--- config.mk ---
export PLATFORM = sky130hd
export DESIGN_NAME = homing_seq
export DESIGN_NICKNAME = d
export VERILOG_FILES = /design/src/hw/homing_pkg.sv /design/src/hw/homing_seq.sv
export SDC_FILE = /design/constraint.sdc
export NUM_CORES = 1
export LEC_CHECK = 0
export ABC_AREA = 1
export BUFFER_PORTS_ARGS = -buffer_cell sky130_fd_sc_hd__buf_2
export CORE_MARGIN = 2
export CORE_UTILIZATION = 30
export DETAILED_ROUTE_END_ITERATION = 7
export PLACE_DENSITY = 0.45
export SLEW_MARGIN = 5
export SYNTH_ARGS = -nofsm -noshare
export SYNTH_HDL_FRONTEND = slang
export SYNTH_SLANG_ARGS = --single-unit
--- constraint.sdc ---
create_clock -name clk_sys -period 5.4 [get_ports clk_sys]
set_clock_uncertainty 0.15 [all_clocks]
set_input_delay 0.81 -clock clk_sys [delete_from_list [all_inputs] [get_ports clk_sys]]
set_output_delay 0.81 -clock clk_sys [all_outputs]
set_load 0.005 [all_outputs]
--- src/hw/homing_pkg.sv ---
// Shared constants and types for the homing sequencer, methods 5 to 10.
// Assumes a single 250 MHz clock domain; no registers reach software.
package homing_pkg;

  // Speed command codes
  localparam logic [1:0] SPD_STOP = 2'h0;
  localparam logic [1:0] SPD_LOW  = 2'h1;
  localparam logic [1:0] SPD_HIGH = 2'h2;

  // What a step waits for
  localparam logic [1:0] EDGE_RISE  = 2'h0;
  localparam logic [1:0] EDGE_FALL  = 2'h1;
  localparam logic [1:0] EDGE_INDEX = 2'h2;
  localparam logic [1:0] EDGE_END   = 2'h3;

  localparam logic FAST = 1'h1;
  localparam logic SLOW = 1'h0;
  localparam logic FWD  = 1'h1;
  localparam logic REV  = 1'h0;

  // Method numbers
  localparam logic [3:0] M5  = 4'h5;
  localparam logic [3:0] M6  = 4'h6;
  localparam logic [3:0] M7  = 4'h7;
  localparam logic [3:0] M8  = 4'h8;
  localparam logic [3:0] M9  = 4'h9;
  localparam logic [3:0] M10 = 4'ha;

  // Step index at start, and reset values
  localparam logic [1:0] STEP_FIRST = 2'h0;
  localparam logic [1:0] STEP_SKIP  = 2'h1;
  localparam logic [3:0] METHOD_RST = 4'h0;
  localparam logic [2:0] SYNC_RST   = 3'h0;

  typedef struct packed {
    logic [1:0] kind;
    logic       fast;
    logic       fwd;
  } step_t;

  typedef enum logic [1:0] {ST_IDLE, ST_SEEK, ST_DECEL} state_t;

endpackage : homing_pkg

--- src/hw/homing_seq.sv ---
// Homing sequencer for one servo axis, methods 5 to 10.
// Assumes switch, limit, index and zero-speed pins are asynchronous;
// start and method come from logic on clk_sys.
`timescale 1ns/1ns
`default_nettype none

// Notes on behaviour
// - M5 switch off: fast reverse to rise, stop
// - M5 then slow forward to fall, index forward
// - M6 off: fast rev rise, fwd fall, rev rise
// - M6 on: skip fast phase, index reverse
// - M7 off: fast fwd rise, slow rev fall
// - M7 on: slow reverse fall, index reverse
// - M7 limit: fast rev fall, fwd rise, rev fall
// - M8 off: fast fwd rise, rev fall, fwd rise
// - M8 on: slow rev fall, fwd rise, index
// - M8 limit: fast rev fall, fwd rise, index
// - M9 off: fast fwd fall, rev rise, index
// - M9 on: same order as switch off
// - M9 limit: fast rev rise, fwd fall, rev rise
// - M10 off: fast fwd fall, rev rise, fwd fall
// - M10 on: same order as switch off
// - M10 limit: fast rev rise, fwd fall, index fwd
// - Start samples switch, picks branch
module homing_seq (
  // Clock and reset
  input  wire logic       clk_sys,
  input  wire logic       nrst,
  // Command
  input  wire logic       start,
  input  wire logic [3:0] method,
  // Pins
  input  wire logic       home_sw,
  input  wire logic       lim_fwd,
  input  wire logic       lim_rev,
  input  wire logic       index_pulse,
  input  wire logic       zero_speed,
  // Motion and status
  output logic [1:0]      speed_cmd,
  output logic            dir_fwd,
  output logic            busy,
  output logic            done,
  output logic            fault
);
  import homing_pkg::*;

  function automatic step_t step_of(input logic [3:0] m, input logic lb,
                                    input logic [1:0] i);
    step_t s;
    s = '{EDGE_END, SLOW, REV};
    if (!lb) begin
      case (m)
        M5: case (i)
          2'h0: s = '{EDGE_RISE, FAST, REV};
          2'h1: s = '{EDGE_FALL, SLOW, FWD};
          2'h2: s = '{EDGE_INDEX, SLOW, FWD};
          default: ;
        endcase
        M6: case (i)
          2'h0: s = '{EDGE_RISE, FAST, REV};
          2'h1: s = '{EDGE_FALL, SLOW, FWD};
          2'h2: s = '{EDGE_RISE, SLOW, REV};
          2'h3: s = '{EDGE_INDEX, SLOW, REV};
          default: ;
        endcase
        M7: case (i)
          2'h0: s = '{EDGE_RISE, FAST, FWD};
          2'h1: s = '{EDGE_FALL, SLOW, REV};
          2'h2: s = '{EDGE_INDEX, SLOW, REV};
          default: ;
        endcase
        M8: case (i)
          2'h0: s = '{EDGE_RISE, FAST, FWD};
          2'h1: s = '{EDGE_FALL, SLOW, REV};
          2'h2: s = '{EDGE_RISE, SLOW, FWD};
          2'h3: s = '{EDGE_INDEX, SLOW, FWD};
          default: ;
        endcase
        M9: case (i)
          2'h0: s = '{EDGE_FALL, FAST, FWD};
          2'h1: s = '{EDGE_RISE, SLOW, REV};
          2'h2: s = '{EDGE_INDEX, SLOW, REV};
          default: ;
        endcase
        M10: case (i)
          2'h0: s = '{EDGE_FALL, FAST, FWD};
          2'h1: s = '{EDGE_RISE, SLOW, REV};
          2'h2: s = '{EDGE_FALL, SLOW, FWD};
          2'h3: s = '{EDGE_INDEX, SLOW, FWD};
          default: ;
        endcase
        default: ;
      endcase
    end else begin
      case (m)
        M7: case (i)
          2'h0: s = '{EDGE_FALL, FAST, REV};
          2'h1: s = '{EDGE_RISE, SLOW, FWD};
          2'h2: s = '{EDGE_FALL, SLOW, REV};
          2'h3: s = '{EDGE_INDEX, SLOW, REV};
          default: ;
        endcase
        M8: case (i)
          2'h0: s = '{EDGE_FALL, FAST, REV};
          2'h1: s = '{EDGE_RISE, SLOW, FWD};
          2'h2: s = '{EDGE_INDEX, SLOW, FWD};
          default: ;
        endcase
        M9: case (i)
          2'h0: s = '{EDGE_RISE, FAST, REV};
          2'h1: s = '{EDGE_FALL, SLOW, FWD};
          2'h2: s = '{EDGE_RISE, SLOW, REV};
          2'h3: s = '{EDGE_INDEX, SLOW, REV};
          default: ;
        endcase
        M10: case (i)
          2'h0: s = '{EDGE_RISE, FAST, REV};
          2'h1: s = '{EDGE_FALL, SLOW, FWD};
          2'h2: s = '{EDGE_INDEX, SLOW, FWD};
          default: ;
        endcase
        default: ;
      endcase
    end
    return s;
  endfunction : step_of

  // Pin synchronisers, third stage for edges
  logic [2:0] home_sr;
  logic [2:0] index_sr;
  logic [1:0] fl_sr;
  logic [1:0] rl_sr;
  logic [1:0] zs_sr;

  always_ff @(posedge clk_sys) begin
    if (!nrst) begin
      home_sr  <= SYNC_RST;
      index_sr <= SYNC_RST;
      fl_sr    <= SYNC_RST[1:0];
      rl_sr    <= SYNC_RST[1:0];
      zs_sr    <= SYNC_RST[1:0];
    end else begin
      home_sr  <= {home_sr[1:0], home_sw};
      index_sr <= {index_sr[1:0], index_pulse};
      fl_sr    <= {fl_sr[0], lim_fwd};
      rl_sr    <= {rl_sr[0], lim_rev};
      zs_sr    <= {zs_sr[0], zero_speed};
    end
  end

  logic home_s;
  logic home_rise;
  logic home_fall;
  logic index_rise;
  logic lim_fwd_s;
  logic lim_rev_s;
  logic zero_s;

  assign home_s     = home_sr[1];
  assign home_rise  = home_sr[1] && !home_sr[2];
  assign home_fall  = !home_sr[1] && home_sr[2];
  assign index_rise = index_sr[1] && !index_sr[2];
  assign lim_fwd_s  = fl_sr[1];
  assign lim_rev_s  = rl_sr[1];
  assign zero_s     = zs_sr[1];

  // Sequencer state
  state_t     state;
  state_t     next_state;
  logic [3:0] method_q;
  logic [3:0] next_method;
  logic       lim_br;
  logic       next_lim_br;
  logic [1:0] step_idx;
  logic [1:0] next_step_idx;
  logic [1:0] next_speed;
  logic       next_dir;
  logic       next_busy;
  logic       next_done;
  logic       next_fault;
  step_t      cur;
  step_t      nxt;
  logic       hit;
  logic       lim_turn;
  logic       lim_stop;
  logic       valid_m;

  always_comb begin
    cur = step_of(method_q, lim_br, step_idx);
    valid_m = (method >= M5) && (method <= M10);
    case (cur.kind)
      EDGE_RISE:  hit = home_rise;
      EDGE_FALL:  hit = home_fall;
      EDGE_INDEX: hit = index_rise;
      default:    hit = 1'h0;
    endcase
    lim_turn = lim_fwd_s && cur.fwd && cur.fast && !lim_br && (method_q >= M7);
    lim_stop = cur.fwd ? lim_fwd_s : lim_rev_s;
    next_state    = state;
    next_method   = method_q;
    next_lim_br   = lim_br;
    next_step_idx = step_idx;
    next_done     = done;
    next_fault    = fault;
    case (state)
      ST_IDLE: begin
        if (start && valid_m) begin
          next_state    = ST_SEEK;
          next_method   = method;
          next_lim_br   = 1'h0;
          next_done     = 1'h0;
          next_fault    = 1'h0;
          next_step_idx = (home_s && method <= M8) ? STEP_SKIP : STEP_FIRST;
        end else if (start) begin
          next_fault = 1'h1;
          next_done  = 1'h0;
        end
      end
      ST_SEEK: begin
        if (lim_turn) begin
          next_lim_br   = 1'h1;
          next_step_idx = STEP_FIRST;
        end else if (lim_stop) begin
          next_state = ST_IDLE;
          next_fault = 1'h1;
        end else if (hit && cur.kind == EDGE_INDEX) begin
          next_state = ST_IDLE;
          next_done  = 1'h1;
        end else if (hit && cur.fast) begin
          next_state = ST_DECEL;
        end else if (hit) begin
          next_step_idx = step_idx + 2'h1;
        end
      end
      ST_DECEL: begin
        if (zero_s) begin
          next_state    = ST_SEEK;
          next_step_idx = step_idx + 2'h1;
        end
      end
      default: next_state = ST_IDLE;
    endcase
    nxt        = step_of(next_method, next_lim_br, next_step_idx);
    next_busy  = next_state != ST_IDLE;
    next_dir   = nxt.fwd;
    next_speed = SPD_STOP;
    if (next_state == ST_SEEK) begin
      next_speed = nxt.fast ? SPD_HIGH : SPD_LOW;
    end
  end

  always_ff @(posedge clk_sys) begin
    if (!nrst) begin
      state     <= ST_IDLE;
      method_q  <= METHOD_RST;
      lim_br    <= 1'h0;
      step_idx  <= STEP_FIRST;
      speed_cmd <= SPD_STOP;
      dir_fwd   <= REV;
      busy      <= 1'h0;
      done      <= 1'h0;
      fault     <= 1'h0;
    end else begin
      state     <= next_state;
      method_q  <= next_method;
      lim_br    <= next_lim_br;
      step_idx  <= next_step_idx;
      speed_cmd <= next_speed;
      dir_fwd   <= next_dir;
      busy      <= next_busy;
      done      <= next_done;
      fault     <= next_fault;
    end
  end
endmodule : homing_seq
`default_nettype wire

After elaboration in Yosys (flattened, before gate mapping). Index checks and enable logic that the tools add are counted.

Add/sub/neg operators: 1. $mul: 0. Divide/modulo/power cells: 0. Order comparisons: 4. Eq/ne operators: 28. Shift-type cells: 0. Muxes and demuxes: 57. Bitwise operators: 0. Reduce and logical (&&, ||, !) cells: 25.

Operators by type and width (count): $pmux W4 S4 (5); $pmux W4 S3 (4); $pmux W2 S4 (5); $pmux W2 S3 (6); $mux W2 (15); $eq A4 B3 Y1 const B (6); $eq A4 B4 Y1 const B (6); $pmux W4 S6 (1); $mux W1 (13); $eq A2 B2 Y1 const B (6); $logic_and A1 B1 Y1 (12); $mux W4 (3); $pmux W2 S6 (1); $eq A2 B1 Y1 const B (5); $ge A4 B3 Y1 const B (2); $le A4 B4 Y1 const B (2); $logic_not A2 Y1 (4); $ne A2 B2 Y1 const B (4); $pmux W1 S2 (3); $reduce_and A5 Y1 (1); $logic_not A1 Y1 (4); $reduce_and A4 Y1 (1); $reduce_bool A2 Y1 (2); $ne A3 B3 Y1 const B (1); 3 further kinds (3).

Register bits: 27. Bits in latches: 0. Memory bits (writable): 0. Bits in read-only memories: 0. Bits of input ports: 12. Output and inout port bits: 6. Word-level logic and storage cells: 129. Memories kept: 0.

Logic depth before layout (Yosys ltp).
Depth after elaboration: 17. Gate-level depth with buffers: 23. Gate-level depth less buffers: 23.

Worst setup path before layout. No wires, ideal clock.

Path type: reg2reg. Start point: reg step_idx[0]. End point: reg dir_fwd. Library setup time: 120 ps. Data arrival time: 2492 ps. Data required time: 5130 ps. Setup slack: 2638 ps. Cell stages (with the launch flop): 21. Buffers on the path: 0. Clock period less this slack: 2762 ps. Cells stage by stage: dfxtp_1 inv_1 ha_1 nor2_1 inv_1 nand3_1 nand2_1 nor2_1 nand3_1 nand2_1 nand3_1 nand3_1 nand3_1 nand3_1 nand2_1 nand2_2 inv_1 ha_1 o22ai_1 nor3_1 a21oi_1.

Longest elaborated chain between the ends: 16. Elaborated cells between the ends (all ways): 52. Those cells by class: 1 x add/sub; 8 x eq/ne; 34 x mux; 9 x reduce/logical.

RTL lines: from (decl) (line homing_seq.sv:174) `logic [1:0] step_idx;`; from (signal assigned) (line homing_seq.sv:267) `step_idx <= next_step_idx;`; $eq A2 B2 Y1, or another cell as far along; $pmux W4 S4, or another cell as far along (line homing_seq.sv:85) `M10: case (i)`; $pmux W4 S6 or $pmux W4 S4 (tied branches) (line homing_seq.sv:52, homing_seq.sv:95); $mux W4 (line homing_seq.sv:51) `if (!lb) begin`; $eq A2 B2 Y1, or another cell as far along (line homing_seq.sv:191, homing_seq.sv:226); $pmux W1 S3 (line homing_seq.sv:191) `case (cur.kind)`; $mux W2 or $logic_and A1 B1 Y1 (tied branches) (line homing_seq.sv:231, homing_seq.sv:229); $mux W2 (line homing_seq.sv:229) `end else if (hit && cur.fast) begin`; $mux W2 (line homing_seq.sv:226) `end else if (hit && cur.kind == EDGE_INDEX) begin`; $mux W2 (line homing_seq.sv:223) `end else if (lim_stop) begin`; $mux W2 (line homing_seq.sv:220) `if (lim_turn) begin`; $pmux W2 S3 (line homing_seq.sv:205) `case (state)`; $eq A2 B2 Y1, or another cell as far along; $pmux W2 S4, or another cell as far along (line homing_seq.sv:72, homing_seq.sv:85); $pmux W2 S6 or $pmux W2 S4 (tied branches) (line homing_seq.sv:52, homing_seq.sv:95); $mux W2 * (line homing_seq.sv:51); to (signal assigned) (line homing_seq.sv:269) `dir_fwd <= next_dir;`; to (decl) (line homing_seq.sv:40) `output logic dir_fwd,`.

Every way passes the cells marked *; elsewhere a longest branch is shown, timed or not. A chain may end at the register's enable or synchronous reset.

Worst setup path after layout. Same ends and word-level chain as after synthesis.

==> impl_metrics.toml <==
[cts]
cts_tree = "built"
cts_resized = 0
path_clk_slew_ps = 90
htreeDepth = 1
post_cts_buffers = 0
cts_buffer_depth = 2
clkSinkCount = 27
clk_latency_ps = 280
cts-root-buf = "clkbuf_8"
hold_buffers = 0
cts_buffers = 3

[placed_design]
gp_congestion = 0.845
dpl.hpwl_um = 3710
port_buffers = 17
place_inst = 379

[synth]
synth.avg_cell_area_um2 = 6.05
seq_area_frac_synth_pct = 30.6
synthesis.nets = 312
postSynthCellCount = 292
synth_commonest_cells = "nand2_1, inv_1, nor2_1"
yosys_warnings = 0
synth_cell_types = 26
synth-edff-count = 0
yosys.area.top_type_share_pct = 30.6
yosysTopAreaCell = "dfxtp_1"
synthTopCellsByArea = "dfxtp_1, nand2_1, inv_1"
ys_ff_latch = 27
synth.most_common_cell = "nand2_1"
async_flop_share_pct = 0
yosys_most_used_dff = "dfxtp_1"
netlist_area_um2 = 1770

[final_layout]
nNetsFinal = 332
drive_gt1_share_pct = 11.6
diodes = 0
layout.cells.non_filler = 383
area_growth_syn_to_layout_pct = 12.3

[floorplanning]
rows = 27
start_util_pct = 31.5
die_w_um = 80.7
die_area_um2 = 6520
chipHeight_um = 80.7
core_area_um2 = 5610
io_pins = 18

[worst_setup_path]
cp.required_ps = 5460
worstSetupEndpointType = "flop"
r2r_start = "step_idx[0]$_SDFF_PN0_"
rrSetupSlack_ps = 2070
crit_fanout = 8
arrival_ps = 3390
worst-r2r-cell-count = 20
cp-start-kind = "flop"
worstSetupPathType = "reg2reg"
startpoint = "step_idx[0]$_SDFF_PN0_"
r2r_end = "dir_fwd$_SDFF_PN0_"

[sta]
rsz0062_at_grt = "false"
setup_violations = 0
layout_worst_path_cycle_share_pct = 61.6
maxSlewViolCount = 0
tightest_slew_ps = 542
final.setup.tns_ps = 0
fin_crit_ps = 3330
hold_viol = 0
maxSlewHeadroom_pct = 63.5
timing.fmax_mhz = 301

[detailed_routing]
vias = 1729
first_pass_iters = 4
wirelength_um = 4490
drc = 0
wl_per_cell_um = 11.7
viasPerCell = 4.51
drtIter0Drc = 65
antenna_left = 0

[worst_hold_path]
hp-class = "reg2reg"
min_to = "rl_sr[1]$_SDFF_PN0_"
hold_path_depth = 2
min-delay-start = "rl_sr[0]$_SDFF_PN0_"

[grt]
grt.overflow.total = 0
grt_pass1_wl_um = 7770
grt_pass1_vias = 1659
antenna_found_initial = 0
grt_max_degree = 17
track_usage_pct = 15.5

[run_status]
status = "complete, no violations"

[pwr]
vdd_drop_max_mv = 0.144
power_density_nw_per_um2 = 218
p_leak_nw = 1.11

[job]
drv_cap = 0
-- through the flow --
stage                     instance area [um2]  worst slack (ps)  power (W)  util, %  hold WS (ps)
final                                    1980              2070   0.000432     35.4           268
after global routing                     1980              1740   0.000464     35.4           281
after floorplan                          1770              2640   0.000290        -           240
after global placement                   1930              2090   0.000320     34.5           244
after detailed placement                 1930              2160   0.000318     34.5           247
after CTS                                1980              2120   0.000438     35.4           270
-- placed cells by master, fill, tap and decap left out --
cell	Yosys	layout
nor4_1	1	1
nand2_1	74	74
a22oi_1	1	1
clkinvlp_4	0	1
a21oi_1	10	10
inv_1	52	52
o21ai_0	13	13
or2_1	1	1
dfxtp_1	27	27
inv_2	3	3
nor2_2	4	4
o21ai_1	1	1
nor3_1	3	3
a31oi_1	1	1
o2111ai_1	1	1
a211oi_1	3	3
buf_2	0	17
clkbuf_8	0	3
o21ai_2	1	1
o22ai_1	3	3
o211ai_1	1	1
nand3b_1	1	1
ha_1	8	8
nand2_2	5	5
nand4_1	1	1
nand3_1	32	32
nor2_4	2	2
nor2_1	41	41
-- worst max path at each step --
| stage | slack (ps) | end | cells past startpoint |
|---|---|---|---|
| final | 2070 | dir_fwd$_SDFF_PN0_ | 20 |
| after global routing | 1740 | dir_fwd$_SDFF_PN0_ | 20 |
| after CTS | 2120 | dir_fwd$_SDFF_PN0_ | 20 |
| after detailed placement | 2160 | dir_fwd$_SDFF_PN0_ | 20 |
| after global placement | 2090 | dir_fwd$_SDFF_PN0_ | 19 |
| after floorplan | 2640 | dir_fwd$_SDFF_PN0_ | 20 |
-- power by group --
part,internal [W],leakage [nW],total (W),switching [W]
combinational,0.0000320,0.862,0.0000952,0.0000632
clock,0.0000524,0.0217,0.000119,0.0000664
sequential,0.000211,0.222,0.000218,0.00000779
-- area by class of cell --
| class | instances | area, um2 |
|---|---|---|
| inverters | 55 | 206 |
| well taps | 72 | 90.1 |
| flip-flops and latches | 27 | 541 |
| fillers | 648 | 3620 |
| clock buffers | 3 | 41.3 |
| multi-input cells | 208 | 1010 |
| repair buffers | 17 | 85.1 |
| clock inverters | 1 | 7.51 |
-- worst max-delay path, cell delays in order, from the launching register on --
cell and delay [ps]:
dfxtp_1 500, inv_1 160, ha_1 270, nor2_1 210, inv_1 60, nand3_1 60, nand2_1 50, nor2_1 120
nand3_1 130, nand2_1 100, nand3_1 110, nand3_1 180, nand3_1 90, nand3_1 90, nand2_1 70, nand2_2 100
ha_1 180, inv_1 60, nor4_1 330, nor3_1 90, a21oi_1 150
-- sequential cells by signal (all words and copies together), names as in the netlist --
name	count
busy	1
dir_fwd	1
done	1
fault	1
fl_sr	2
home_sr	3
index_sr	3
lim_br	1
method_q	4
rl_sr	2
speed_cmd	2
state	2
step_idx	2
zs_sr	2
-- logic make-up (layout without fill, tap and decap cells) --
logic type                 count (synthesis)  after routing  synth area share (%)
AOI/OAI and AO/OA                         35             35                  11.3
and+or+nand+nor                          165            165                  40.3
DFF                                       27             27                  30.6
adders and majority gates                  8              8                  5.67
buffers and inverters                     57             76                  12.1
-- routing by layer --
| metal | vias up | wire length [um] | GRT usage [%] |
|---|---|---|---|
| li1 | 950 | - | - |
| met1 | 750 | 2260 | 20.2 |
| met2 | 21 | 2090 | 26.5 |
| met3 | 8 | 51 | 1.33 |
| met4 | 0 | 85 | 5.93 |
| met5 | - | 0 | 0 |
(Power assumes the default switching activity.)
